## src/inc/pocf_pkg.sv

```systemverilog
package pocf_pkg;
   // register offsets (word index == byte address here, plain port)
   localparam logic [3:0] POCF_OFF_CTRL   = 4'h0;
   localparam logic [3:0] POCF_OFF_NDIV   = 4'h1;
   localparam logic [3:0] POCF_OFF_VCODIV = 4'h2;
   localparam logic [3:0] POCF_OFF_STAT   = 4'h3;
   // control field positions
   localparam int POCF_POS_OUT_EN   = 0;
   localparam int POCF_POS_GLB_EN   = 4;
   localparam int POCF_POS_CP_TRI   = 5;
   localparam int POCF_POS_CP_POL   = 6;
   localparam int POCF_POS_CP_GAIN  = 8;
   // reset values
   localparam logic [3:0]  POCF_RST_OUT_EN  = 4'h0;
   localparam logic        POCF_RST_GLB_EN  = 1'b1;
   localparam logic        POCF_RST_CP_TRI  = 1'b0;
   localparam logic        POCF_RST_CP_POL  = 1'b0;
   localparam logic [1:0]  POCF_RST_CP_GAIN = 2'h0;
   localparam logic [17:0] POCF_RST_NDIV    = 18'h002f8;
   localparam logic [7:0]  POCF_RST_VCODIV  = 8'h02;
   // charge pump gain multipliers
   localparam logic [5:0]  POCF_GAIN_X1  = 6'h01;
   localparam logic [5:0]  POCF_GAIN_X4  = 6'h04;
   localparam logic [5:0]  POCF_GAIN_X16 = 6'h10;
   localparam logic [5:0]  POCF_GAIN_X32 = 6'h20;

   typedef struct packed {
      logic       cp_tristate;
      logic       cp_positive;
      logic [5:0] cp_gain_mult;
   } pocf_cp_t;
endpackage

```

## src/pocf_top.sv

```systemverilog
// Contract
// global enable zero forces all outputs off
// output on needs own, global, pin enables
// tristate field floats charge pump when set
// polarity field: zero negative, one positive
// 18-bit N divider, zero invalid, default 760
// total feedback division is N times VCO divider
// gain code selects 1x, 4x, 16x, 32x
// clock buffer on when any output enabled
// host never writes zero to N field
module pocf_top
   import pocf_pkg::*;
#(
   parameter int N_OUT = 4
) (
   // clock and reset
   input  wire logic        i_sys_clk,
   input  wire logic        i_rst_n,
   // register port
   input  wire logic [3:0]  i_addr,
   input  wire logic [31:0] i_wdata,
   input  wire logic        i_wr,
   input  wire logic        i_rd,
   output logic      [31:0] o_rdata,
   // pin
   input  wire logic        i_global_output_enable_pin,
   // controls to analog
   output logic [N_OUT-1:0] o_clock_output_enable,
   output logic             o_clock_buffer_on,
   output pocf_cp_t         o_cp,
   output logic [17:0]      o_n_divide,
   output logic [25:0]      o_n_total,
   output logic             o_n_invalid
);
   // status and gating words are laid out for exactly four outputs
   if (N_OUT != 4) begin
      $error("pocf_top: N_OUT must be 4");
   end

   logic [3:0]  per_output_enable;
   logic        global_output_enable;
   logic        charge_pump_tristate;
   logic        charge_pump_polarity;
   logic [1:0]  charge_pump_gain;
   logic [17:0] n_div;
   logic [7:0]  vco_div;
   logic        pin_meta;
   logic        pin_sync;

   function automatic logic [5:0] gain_mult(input logic [1:0] code);
      case (code)
         2'h0:    gain_mult = POCF_GAIN_X1;
         2'h1:    gain_mult = POCF_GAIN_X4;
         2'h2:    gain_mult = POCF_GAIN_X16;
         default: gain_mult = POCF_GAIN_X32;
      endcase
   endfunction

   function automatic logic reg_hit(input logic [3:0] addr, input logic [3:0] off);
      reg_hit = (addr == off);
   endfunction

   wire hit_ctrl = reg_hit(i_addr, POCF_OFF_CTRL);
   wire hit_ndiv = reg_hit(i_addr, POCF_OFF_NDIV);
   wire hit_vco  = reg_hit(i_addr, POCF_OFF_VCODIV);
   wire hit_stat = reg_hit(i_addr, POCF_OFF_STAT);
   wire wr_ctrl  = i_wr && hit_ctrl;
   wire wr_ndiv  = i_wr && hit_ndiv;
   wire wr_vco   = i_wr && hit_vco;
   // zero is refused so the counter never stalls
   wire ndiv_ok = (i_wdata[17:0] != 18'h00000);

   // pin is asynchronous to the clock
   always_ff @(posedge i_sys_clk) begin
      if (!i_rst_n) begin
         pin_meta <= 1'b0;
         pin_sync <= 1'b0;
      end else begin
         pin_meta <= i_global_output_enable_pin;
         pin_sync <= pin_meta;
      end
   end

   always_ff @(posedge i_sys_clk) begin
      if (!i_rst_n) begin
         per_output_enable    <= POCF_RST_OUT_EN;
         global_output_enable <= POCF_RST_GLB_EN;
         charge_pump_tristate <= POCF_RST_CP_TRI;
         charge_pump_polarity <= POCF_RST_CP_POL;
         charge_pump_gain     <= POCF_RST_CP_GAIN;
      end else if (wr_ctrl) begin
         per_output_enable    <= i_wdata[POCF_POS_OUT_EN +: 4];
         global_output_enable <= i_wdata[POCF_POS_GLB_EN];
         charge_pump_tristate <= i_wdata[POCF_POS_CP_TRI];
         charge_pump_polarity <= i_wdata[POCF_POS_CP_POL];
         charge_pump_gain     <= i_wdata[POCF_POS_CP_GAIN +: 2];
      end
   end

   always_ff @(posedge i_sys_clk) begin
      if (!i_rst_n) begin
         n_div   <= POCF_RST_NDIV;
         vco_div <= POCF_RST_VCODIV;
      end else begin
         if (wr_ndiv && ndiv_ok) n_div <= i_wdata[17:0];
         if (wr_vco) vco_div <= i_wdata[7:0];
      end
   end

   // gating is combinational, so the pin reaches the outputs one register cycle after sync
   wire [3:0] next_out_en = per_output_enable & {4{global_output_enable & pin_sync}};
   wire [25:0] next_total = 26'(n_div) * 26'(vco_div);
   pocf_cp_t next_cp;
   assign next_cp.cp_tristate  = charge_pump_tristate;
   assign next_cp.cp_positive  = charge_pump_polarity;
   assign next_cp.cp_gain_mult = gain_mult(charge_pump_gain);

   always_ff @(posedge i_sys_clk) begin
      if (!i_rst_n) begin
         o_clock_output_enable <= '0;
         o_clock_buffer_on     <= 1'b0;
         o_cp                  <= {POCF_RST_CP_TRI, POCF_RST_CP_POL, POCF_GAIN_X1};
         o_n_divide            <= POCF_RST_NDIV;
         o_n_total             <= 26'(POCF_RST_NDIV) * 26'(POCF_RST_VCODIV);
         o_n_invalid           <= 1'b0;
      end else begin
         o_clock_output_enable <= next_out_en;
         o_clock_buffer_on     <= |next_out_en;
         o_cp                  <= next_cp;
         o_n_divide            <= n_div;
         o_n_total             <= next_total;
         o_n_invalid           <= (n_div == 18'h00000);
      end
   end

   wire [31:0] ctrl_word = {22'h0, charge_pump_gain, 1'b0, charge_pump_polarity,
                            charge_pump_tristate, global_output_enable, per_output_enable};
   wire [31:0] stat_word = {26'h0, pin_sync, |next_out_en, next_out_en};
   wire [31:0] next_rdata = hit_ctrl ? ctrl_word :
                            hit_ndiv ? {14'h0, n_div} :
                            hit_vco  ? {24'h0, vco_div} :
                            hit_stat ? stat_word : 32'h0;

   always_ff @(posedge i_sys_clk) begin
      if (!i_rst_n) o_rdata <= 32'h0;
      else o_rdata <= i_rd ? next_rdata : 32'h0;
   end

   chk_global_off: assert property (@(posedge i_sys_clk) disable iff (!i_rst_n)
      !global_output_enable |=> o_clock_output_enable == 4'h0)
      else $error("output on while global enable low");
   chk_out_gate: assert property (@(posedge i_sys_clk) disable iff (!i_rst_n)
      o_clock_output_enable[0] |-> $past(per_output_enable[0] && pin_sync && global_output_enable))
      else $error("output on without all enables");
   chk_cp_tri: assert property (@(posedge i_sys_clk) disable iff (!i_rst_n)
      $rose(charge_pump_tristate) |=> o_cp.cp_tristate)
      else $error("tristate not applied");
   chk_cp_pol: assert property (@(posedge i_sys_clk) disable iff (!i_rst_n)
      ##1 o_cp.cp_positive == $past(charge_pump_polarity))
      else $error("polarity mismatch");
   chk_ndiv_nz: assert property (@(posedge i_sys_clk) disable iff (!i_rst_n)
      wr_ndiv && !ndiv_ok |=> $stable(n_div) ##1 !o_n_invalid)
      else $error("zero N accepted");
   chk_n_total: assert property (@(posedge i_sys_clk) disable iff (!i_rst_n)
      ##1 o_n_total == $past(n_div) * $past(vco_div))
      else $error("total divide wrong");
   chk_cp_gain: assert property (@(posedge i_sys_clk) disable iff (!i_rst_n)
      charge_pump_gain == 2'h2 |=> o_cp.cp_gain_mult == 6'h10)
      else $error("gain 16x wrong");
   chk_buf_on: assert property (@(posedge i_sys_clk) disable iff (!i_rst_n)
      o_clock_buffer_on == (o_clock_output_enable != 4'h0))
      else $error("buffer state wrong");
   chk_pin_off: assert property (@(posedge i_sys_clk) disable iff (!i_rst_n)
      !pin_sync |=> o_clock_output_enable == 4'h0)
      else $error("output on while pin low");
   chk_own_off: assert property (@(posedge i_sys_clk) disable iff (!i_rst_n)
      ##1 (o_clock_output_enable & ~$past(per_output_enable)) == 4'h0)
      else $error("output on without own enable");
   chk_all_on: assert property (@(posedge i_sys_clk) disable iff (!i_rst_n)
      global_output_enable && pin_sync |=> o_clock_output_enable == $past(per_output_enable))
      else $error("enabled output stayed off");
   chk_glb_load: assert property (@(posedge i_sys_clk) disable iff (!i_rst_n)
      wr_ctrl |=> global_output_enable == $past(i_wdata[POCF_POS_GLB_EN]))
      else $error("global enable not stored");
   chk_cp_untri: assert property (@(posedge i_sys_clk) disable iff (!i_rst_n)
      $fell(charge_pump_tristate) |=> !o_cp.cp_tristate)
      else $error("tristate not released");
   chk_tri_load: assert property (@(posedge i_sys_clk) disable iff (!i_rst_n)
      wr_ctrl |=> charge_pump_tristate == $past(i_wdata[POCF_POS_CP_TRI]))
      else $error("tristate not stored");
   chk_pol_load: assert property (@(posedge i_sys_clk) disable iff (!i_rst_n)
      wr_ctrl |=> charge_pump_polarity == $past(i_wdata[POCF_POS_CP_POL]))
      else $error("polarity not stored");
   chk_ndiv_load: assert property (@(posedge i_sys_clk) disable iff (!i_rst_n)
      wr_ndiv && ndiv_ok |=> n_div == $past(i_wdata[17:0]))
      else $error("N value not stored");
   chk_ndiv_out: assert property (@(posedge i_sys_clk) disable iff (!i_rst_n)
      ##1 o_n_divide == $past(n_div))
      else $error("N output wrong");
   chk_ndiv_held: assert property (@(posedge i_sys_clk) disable iff (!i_rst_n)
      !wr_ndiv |=> $stable(n_div))
      else $error("N changed without write");
   chk_vco_load: assert property (@(posedge i_sys_clk) disable iff (!i_rst_n)
      wr_vco |=> vco_div == $past(i_wdata[7:0]))
      else $error("vco divider not stored");
   chk_gain_load: assert property (@(posedge i_sys_clk) disable iff (!i_rst_n)
      wr_ctrl |=> charge_pump_gain == $past(i_wdata[POCF_POS_CP_GAIN +: 2]))
      else $error("gain code not stored");
   chk_gain_one: assert property (@(posedge i_sys_clk) disable iff (!i_rst_n)
      charge_pump_gain == 2'h0 |=> o_cp.cp_gain_mult == POCF_GAIN_X1)
      else $error("gain 1x wrong");
   chk_gain_four: assert property (@(posedge i_sys_clk) disable iff (!i_rst_n)
      charge_pump_gain == 2'h1 |=> o_cp.cp_gain_mult == POCF_GAIN_X4)
      else $error("gain 4x wrong");
   chk_gain_max: assert property (@(posedge i_sys_clk) disable iff (!i_rst_n)
      charge_pump_gain == 2'h3 |=> o_cp.cp_gain_mult == POCF_GAIN_X32)
      else $error("gain 32x wrong");
   chk_buf_any: assert property (@(posedge i_sys_clk) disable iff (!i_rst_n)
      next_out_en != 4'h0 |=> o_clock_buffer_on)
      else $error("buffer off with output on");
   chk_buf_off: assert property (@(posedge i_sys_clk) disable iff (!i_rst_n)
      next_out_en == 4'h0 |=> !o_clock_buffer_on)
      else $error("buffer on with outputs off");
endmodule

```

## config.mk

```make
export PLATFORM = sky130hd
export DESIGN_NAME = pocf_top
export DESIGN_NICKNAME = d
export VERILOG_FILES = /design/src/inc/pocf_pkg.sv /design/src/pocf_top.sv
export SDC_FILE = /design/constraint.sdc
export NUM_CORES = 1
export LEC_CHECK = 0
export BUFFER_PORTS_ARGS = -buffer_cell sky130_fd_sc_hd__buf_2
export CAP_MARGIN = 5
export CORE_UTILIZATION = 41
export DETAILED_ROUTE_END_ITERATION = 8
export GPL_TIMING_DRIVEN = 0
export HOLD_SLACK_MARGIN = 0.06
export PLACE_DENSITY = 0.58
export SYNTH_ARGS = -nofsm -noshare
export SYNTH_HDL_FRONTEND = slang
export SYNTH_SLANG_ARGS = --single-unit
```

## constraint.sdc

```tcl
create_clock -name i_sys_clk -period 6.2 [get_ports i_sys_clk]
set_input_delay 1.24 -clock i_sys_clk [delete_from_list [all_inputs] [get_ports i_sys_clk]]
set_output_delay 1.24 -clock i_sys_clk [all_outputs]
set_load 0.05 [all_outputs]
```

---- Word level (Yosys, flattened, before mapping) ----
Index checks and enable logic that the tools add are counted.
storage, ports and cells
  bits of input ports ..................... 41
  register bits ........................... 127
  output and inout bits ................... 90
  word-level logic and storage cells ...... 47
cells by class
  equality and inequality tests ........... 5
  reduce and logical (&&, ||, !) cells .... 12
  muxes and demuxes ....................... 5
  bitwise gates (word level) .............. 4
  multipliers ............................. 1
operators by type and width
  operator              number
  $mul A18 B8 Y26       1
  $logic_not A18 Y1     1
  $mux W18              1
  $pmux W6 S3           1
  $reduce_bool A18 Y1   1
  $mux W10              1
  $eq A4 B2 Y1 const B  2
  $mux W8               1
  $mux W6               1
  $reduce_or A5 Y1      1
  $and A4 B4 Y4         1
  $eq A4 B1 Y1 const B  1
  $logic_and A1 B1 Y1   4
  $logic_not A4 Y1      1
  $reduce_or A4 Y1      1
  $reduce_or A3 Y1      1
  $eq A2 B1 Y1 const B  1
  $eq A2 B2 Y1 const B  1
  $logic_not A2 Y1      1
  $not A1 Y1            2
  $reduce_and A2 Y1     1
  $and A1 B1 Y1         1

---- Longest topological paths before layout ----
Gate-level depths: netlist (run 1).
  depth in word-level cells ............... 7
  depth in mapped cells ................... 19
  mapped depth without buffers ............ 16

---- Worst setup path before layout (run 1) ----
No wires, ideal clock.
  kind .................................... reg-to-reg
  from .................................... register vco_div[6]
  to ...................................... register o_n_total[24]
  data arrival time ....................... 4,611 ps
  data required time ...................... 6,121 ps
  period minus slack after synthesis ...... 4,690 ps
  path buffers ............................ 2
  cell stages (with the launch flop) ...... 18
  slack ................................... 1,510 ps
  path through ............................ dfxtp_1 clkbuf_1 clkbuf_1 nand2_1 fa_1 fa_1 inv_1 fa_1 inv_1 fa_1 inv_1 ha_1 a21oi_1 o211ai_2 a221oi_2 o21ai_1 or4_1 o211ai_1
on the way
  cells in the longest elaborated chain, start to end .. 1
ends and longest elaborated chain
  item                    line             text
  from (decl)             pocf_top.sv:46   logic [7:0] vco_div;
  from (signal assigned)  pocf_top.sv:106  if (wr_vco) vco_div <= i_wdata[7:0];
  $mul A18 B8 Y26         pocf_top.sv:112  wire [25:0] next_total = 26'(n_div) * 26'(vco_div);
  to (signal assigned)    pocf_top.sv:124  o_n_total <= 26'(POCF_RST_NDIV) * 26'(POCF_RST_VCODIV);
  to (signal assigned)    pocf_top.sv:131  o_n_total <= next_total;
  to (decl)               pocf_top.sv:32   output logic [25:0] o_n_total,
No other way between the ends.
A chain may end at the register's enable or synchronous reset.

---- Worst setup path after layout (run 1) ----
Ends and elaborated chain as after synthesis.

==> summary.txt, run 1 <==
Logic synthesis
  – Mapped Cells: roughly 940
  – Mapped Area: roughly 8400 um^2
  – EDFF count, synth: 0
  – Mean post-synth cell area: ~9 um^2
  – Main flop type after synthesis: dfxtp_1
  – Sequential fraction of the synthesis area: a little over a quarter
  – Seq cells post-synth: roughly 110
  – Ys Warns: 0
  – Async S/R FF share, synth: 0%
  – Distinct cells, synth: 54

Placement
  – Placer Congestion: between 0.8 and 0.9
  – DP Wirelength: 16,300 um
  – Number of port buffers: 100

Finish
  – Fill cells: roughly 2,000
  – Final nets: about 1,200
  – Commonest cells after routing, fill and taps aside: 153 x and2_1, 113 x inv_1, 111 x dfxtp_1
  – Share of cells above drive strength 1: around an eighth
  – Antenna diode count: 0
  – Area Overhead vs Synth: 14.6%
  – Most common cell after layout, fill and taps aside: and2_1

Floorplan
  – # IOs: approximately 130
  – Initial core utilization: 41.7%
  – Die height: approximately 150 um
  – Die width: around 150 um
  – Core Region: roughly 20,000 um^2
  – Cell Rows: 52
  – Die ar.: around 21,000 um^2

STA
  – Setup TNS: 0 ns
  – Fmax: 175 MHz
  – Setup Skew: 0.0170 ns
  – Final hold violation count: 0
  – Worst-Margin Slew: about 0.99 ns
  – Final hold slack: between 0.4 and 0.5 ns
  – Pins Over Slew Limit: 0
  – Final Setup Violations: 0
  – Min Tclk post-route: approximately 5.7 ns
  – RSZ-0062 raised after global routing: no
  – Worst relative slew slack: between 30 and 40%
  – Fin crit share: ~92%

Routing
  – Final ANT Viol Nets: 0
  – WL final: 21,400 um
  – Initial drt markers: 316
  – Routed vias/inst: ~5
  – DRC viols: 0
  – Post-DR wirelength/cell: 15.9 um
  – Vias post-DR: between 6,000 and 7,000
  – Drt pass-1 iters: 7

CTS
  – # clock sinks: between 100 and 150
  – Skew-Pair Late Insertion Delay: between 0.3 and 0.4 ns
  – Post-CTS sizing: 0
  – CTS Hold Bufs: 0
  – H-tree depth: 3
  – Clock transition at path regs: 0.09 ns
  – Setup bufs post-CTS: 0
  – Inserted Clock Buffers: 9
  – CTS Root Buffer Type: clkbuf_16
  – CTS Buffer Depth: 2
  – CTS tree: yes

Power
  – Leakage: 4.91 nW
  – Peak VDD IR: ~130 uV
  – Int Pwr: roughly 1.1 mW
  – Net Sw Frac: 28.0%
  – PwrDens: around 170 nW/um^2
  – Sequential power share: between 40 and 50%
  – Psw: between 0.4 and 0.5 mW
  – Logic pwr share: 12.3%
  – Clock power frac: 42.1%

Setup path
  – Kind of critical path: reg2reg
  – Startpoint types: flip-flop
  – CP required: 6.49 ns
  – CP Data Arrival Time: ~6 ns
  – Worst setup EP type: flip-flop
  – Crit Path Max Fanout: 10

Status
  – Status: completed

Worst hold path
  – Hold Crit Class: reg2reg

GRT
  – Global-route wire length before repair: around 36,000 um
  – Vias in the first global route: roughly 6,700
  – Remaining Overflow, GRT: 0
  – Largest net degree at the start of global routing: 21
  – Tot GR Track Use: a little over a fifth
  – Initial antenna violation count: 1

Job
  – MaxCap Viol Count: 0
## cell families after synthesis
| group | count (synthesis) | synth area share [%] |
|---|---|---|
| and+or+nand+nor | 347 | 22.2 |
| DFF | 111 | 26.3 |
| other | 1 | 0.0444 |
| AOI/OAI and AO/OA | 110 | 8.13 |
| muxes | 26 | 3.08 |
| adders and majority gates | 142 | 29.6 |
| xor gates and xnor gates | 12 | 1.24 |
| buffers and inverters | 190 | 9.45 |
## layout make-up
type	instances	area, um^2	area share, %
buffer	76	370	3.83
clock buffer	10	229	2.37
clock inverter	6	108	1.11
inverter	114	428	4.42
multi-input combinational	653	5480	56.6
sequential	111	2220	23.0
tap	270	338	3.49
timing repair buffer	100	500	5.17
## critical path, stage by stage (launching register included)
cell and delay, ns:
dfxtp_1 0.33, clkbuf_1 0.44, clkbuf_1 0.46, nand2_1 0.14, fa_1 0.50, fa_1 0.49, inv_1 0.05, fa_1 0.47
inv_1 0.05, fa_1 0.47, inv_1 0.04, ha_1 0.33, a21oi_1 0.27, o211ai_2 0.22, a221oi_2 0.49, o21ai_1 0.24
or4_1 0.52, o211ai_1 0.11
## metal layers
metal / vias to the layer above / routed length (um) / GRT usage (%)
li1: 3192 / - / -
met3: 21 / 925 / 2.98
met4: 0 / 337 / 6.32
met1: 3337 / 9600 / 28.7
met2: 142 / 10500 / 37.0
met5: - / 0 / 0
## synth_stat cells (all sizes together), types with 2 or more instances
cell type / number / area share (%)
fa: 96 / 23
and4: 3 / 0.31
o21ai: 24 / 1.4
and2: 153 / 11
buf: 23 / 2.0
ha: 46 / 6.8
a31o: 2 / 0.21
nand3: 25 / 1.5
or2: 2 / 0.15
a2111oi: 2 / 0.21
xor2: 6 / 0.62
a21o: 8 / 0.71
nor2: 30 / 1.3
o31ai: 2 / 0.18
nor3: 3 / 0.18
inv: 114 / 5.1
xnor2: 6 / 0.62
and3: 12 / 0.89
nand2b: 13 / 0.96
nand2: 83 / 3.7
a311oi: 3 / 0.31
mux2i: 26 / 3.1
nor4: 9 / 0.67
nand4: 4 / 0.30
a21oi: 41 / 2.4
o211ai: 5 / 0.50
a31oi: 6 / 0.44
a22o: 3 / 0.31
nor2b: 4 / 0.30
clkbuf: 53 / 2.4
dfxtp: 111 / 26
o21bai: 3 / 0.27
or4: 4 / 0.36
## registers in the layout, summed over array words and instances (netlist names)
name	cells
o_n_total	26
pin_sync	1
pin_meta	1
vco_div	8
o_clock_buffer_on	1
charge_pump_tristate	1
charge_pump_polarity	1
per_output_enable	4
o_clock_output_enable	4
global_output_enable	1
charge_pump_gain	2
n_div	18
o_rdata	18
o_n_invalid	1
o_n_divide	18
o_cp	6
## path summary, 6_finish.rpt
check,startpoint,endpoint,slack (ns),cells after the start
max,vco_div[6],o_n_total[24],0.47,17
min,pin_meta,pin_sync,0.46,1
max reg2reg,vco_div[6],o_n_total[24],0.47,17
min reg2reg,pin_meta,pin_sync,0.46,1
## per-stage QoR
| step | util, % | power (mW) | cell area (um^2) | cells | setup WS [ns] |
|---|---|---|---|---|---|
| after global routing | 47.8 | 1.67 | 9680 | 1340 | 0.102 |
| after CTS | 47.8 | 1.62 | 9680 | 1340 | 0.454 |
| after floorplan | - | 0.886 | 8500 | 954 | 1.51 |
| after global placement | 46.2 | 0.941 | 9340 | 1324 | 0.531 |
| after detailed placement | 46.2 | 0.941 | 9340 | 1324 | 0.492 |
| final | 47.8 | 1.60 | 9680 | 1340 | 0.471 |
## power by group through the flow
stage	combinational, mW	clock, mW	sequential, mW
floorplan	0.115	0	0.770
global placement	0.196	0	0.745
detailed placement	0.197	0	0.745
CTS	0.197	0.695	0.728
global route	0.216	0.724	0.729
finish	0.197	0.673	0.727
Power figures use the tool's default switching activity.
==> run 2: changes to the inputs <==
--- a/config.mk
+++ b/config.mk
@@ -5,13 +5,14 @@
 export SDC_FILE = /design/constraint.sdc
 export NUM_CORES = 1
 export LEC_CHECK = 0
+export ABC_AREA = 1
 export BUFFER_PORTS_ARGS = -buffer_cell sky130_fd_sc_hd__buf_2
 export CAP_MARGIN = 5
 export CORE_UTILIZATION = 41
 export DETAILED_ROUTE_END_ITERATION = 8
 export GPL_TIMING_DRIVEN = 0
 export HOLD_SLACK_MARGIN = 0.06
-export PLACE_DENSITY = 0.58
+export PLACE_DENSITY = 0.57
 export SYNTH_ARGS = -nofsm -noshare
 export SYNTH_HDL_FRONTEND = slang
 export SYNTH_SLANG_ARGS = --single-unit
==> run 2 against run 1 <==
Effect of this change:
- highest routed layer unchanged
- register-to-register slack gained 0.56 ns
- fmax up 11%
- critical path type unchanged
- flip-flop and latch count is the same
- sequential power rose by 1%
- wire length grew 10%
- synthesized area up 8.6%
- final area increased by 7.4%
- global-route usage is 0.22 points higher
- non-clock buffer count shrank 12
- clock-buffer cell count down 1
- combinational power increased by 59%
- critical path depth increased by 2
==> summary.txt, run 2 <==
Setup path
  – Crit path buf inv count: 5
  – Reg2reg setup slack: approximately 1.0 ns
  – CP required: approximately 6.5 ns
  – WP depth: 19
  – CP max stage delay: about 0.55 ns
  – CP top delay family: adder cells
  – Kind of critical path: reg2reg
  – Reg-to-Reg End: o_n_total[21]
  – Crit path launch: vco_div[4]
  – Worst setup EP type: flip-flop
  – Slowest CP cell: clkbuf_1
  – Reg2Reg Depth: 19
  – CP Data Arrival Time: roughly 5.5 ns
  – Crit Path Max Fanout: 10
  – Startpoint types: flip-flop
  – Worst-path cell chain: clkbuf_1 > buf_1 > nand2_1 > inv_1 > fa_1 > fa_1 > fa_1 > inv_1 > fa_1 > inv_1 > ha_1 > nand2_1 > nor2_1 > nand3_1 > nand3_1 > nand2_1 > nand3_1 > nand2_1 > nor2_1
  – Reg2reg start: vco_div[4]
  – Worst setup path endpoint: o_n_total[21]

Placement
  – Dpl ws: between 1 and 1.5 ns
  – Dpl cell area: roughly 10,000 um^2
  – Inst Count DP: about 1,700
  – DP Wirelength: roughly 19,000 um
  – Placer Congestion: about 0.86
  – Number of port buffers: 99

STA
  – Worst-Margin Slew: between 0.7 and 0.8 ns
  – Fmax: a little under 200 MHz
  – Final hold violation count: 0
  – Fin crit share: between 80% and 90%
  – Final Setup Violations: 0
  – Pins Over Slew Limit: 0
  – RSZ-0062 raised after global routing: no
  – Worst relative slew slack: between 50% and 60%
  – Min Tclk post-route: approximately 5.2 ns
  – Final WS setup: 1.03 ns
  – Setup TNS: 0 ns
  – Final hold slack: 0.420 ns
  – Setup Skew: 0.0108 ns

GRT
  – Tot GR Track Use: 21.9%
  – Vias in the first global route: ~7,500
  – Remaining Overflow, GRT: 0
  – Initial antenna violation count: 0
  – Global-route wire length before repair: 38,100 um
  – Largest net degree at the start of global routing: 25

Floorplan
  – Die ar.: roughly 23,000 um^2
  – Die width: roughly 150 um
  – # IOs: around 130
  – Core Region: about 22,000 um^2
  – Initial core utilization: a little over two fifths
  – Die height: between 150 and 200 um
  – Cell Rows: 54

Finish
  – Multi-input gate area: 5260 um^2
  – Max FFs per register: 26
  – Util after Layout: 47.5%
  – Area Overhead vs Synth: 13.3%
  – Final Instance Area: 10,400 um^2
  – Antenna diode count: 0
  – Final std cells w/o fill: ~1,700
  – Fill cells: between 2,000 and 2,500
  – Most common cell after layout, fill and taps aside: inv_1
  – Commonest cells after routing, fill and taps aside: 371 x inv_1, 353 x nand2_1, 114 x buf_2
  – FF+latch area: 2220 um^2
  – Share of cells above drive strength 1: a little under an eighth
  – Biggest register: o_n_total
  – Final nets: between 1,500 and 2,000

Logic synthesis
  – Seq cells post-synth: 111
  – Synth top cells by count: 371 x inv_1, 353 x nand2_1, 111 x dfxtp_1
  – Area leader, netlist: dfxtp_1
  – Mean post-synth cell area: 7.01 um^2
  – Top cells by area, synth: dfxtp_1 24%, fa_1 21%, inv_1 15%
  – Synth top area share: about 24%
  – Mapped Area: 9170 um^2
  – Ys Warns: 0
  – Distinct cells, synth: 39
  – Mapped Cells: between 1,000 and 1,500
  – Async S/R FF share, synth: 0%
  – Sequential fraction of the synthesis area: between 20% and 30%
  – EDFF count, synth: 0
  – Main flop type after synthesis: dfxtp_1
  – Most frequent cell after synthesis: inv_1

Status
  – Status: completed

Power
  – Peak VDD IR: around 140 uV
  – Leakage: 6.60 nW
  – PwrDens: about 160 nW/um^2
  – Total power: 1.70 mW

Routing
  – Drt pass-1 iters: 6
  – Routed vias/inst: roughly 4.6
  – DRC viols: 0
  – Initial drt markers: around 410
  – WL final: 23,600 um
  – Post-DR wirelength/cell: about 14 um
  – Final ANT Viol Nets: 0
  – Vias post-DR: between 7,000 and 8,000

CTS
  – H-tree depth: 3
  – Setup bufs post-CTS: 0
  – Skew-Pair Late Insertion Delay: 0.37 ns
  – # clock sinks: 111
  – Clock transition at path regs: 0.09 ns
  – CTS tree: yes
  – CTS Root Buffer Type: clkbuf_16
  – Inserted Clock Buffers: 9
  – CTS Hold Bufs: 0
  – CTS Buffer Depth: 2
  – Post-CTS sizing: 0

Worst hold path
  – Hold Crit Class: reg2reg

Job
  – MaxCap Viol Count: 0
[run 2: final cells by class]
class / count / area share (%)
clock buffers: 9 / 2.17
inverters: 374 / 13.5
clock inverters: 7 / 0.927
repair buffers: 99 / 4.77
multi-input cells: 773 / 50.6
well taps: 280 / 3.37
flip-flops and latches: 111 / 21.4
plain buffers: 65 / 3.29
[run 2: report_power, final]
part | internal, mW | switching [mW] | total (mW) | leakage [nW]
Combinational | 0.0886 | 0.224 | 0.313 | 5.55
Clock | 0.300 | 0.348 | 0.648 | 0.156
Sequential | 0.731 | 0.00514 | 0.736 | 0.899
[run 2: worst min-delay path by stage]
stage,from,end,slack (ns),cells after the start
final,pin_meta,pin_sync,0.42,2
after detailed placement,pin_meta,pin_sync,0.40,2
after floorplan,pin_meta,pin_sync,0.39,2
after CTS,pin_meta,pin_sync,0.42,2
after global routing,charge_pump_gain[0],o_cp[4],0.44,1
after global placement,pin_meta,pin_sync,0.40,2
[run 2: worst register-to-register path: stages (launching register included)]
cell and delay [ns]:
dfxtp_1 0.32, clkbuf_1 0.55, buf_1 0.54, nand2_1 0.10, inv_1 0.09, fa_1 0.43, fa_1 0.52, fa_1 0.50
inv_1 0.05, fa_1 0.47, inv_1 0.04, ha_1 0.35, nand2_1 0.13, nor2_1 0.33, nand3_1 0.13, nand3_1 0.18
nand2_1 0.11, nand3_1 0.08, nand2_1 0.05, nor2_1 0.12
[run 2: metal layers]
layer  vias to the layer above  GRT usage (%)  share of wire [%]
met4                         0           6.98                2.0
met3                        26           1.92                4.6
li1                       3978              -                  -
met2                       177           38.8                 49
met1                      3687           28.2                 44
met5                         -              0                  0
[run 2: kinds of logic (layout without fill, tap and decap cells)]
logic type | Yosys count | count (layout) | share of synthesized area [%]
xor+xnor | 2 | 2 | 0.191
flops | 111 | 111 | 24.2
other cells | 1 | 16 | 0.0409
buf+inv | 439 | 554 | 19.1
fa+ha+maj | 142 | 142 | 27.2
simple gates | 530 | 530 | 24.5
compound gates | 83 | 83 | 4.69
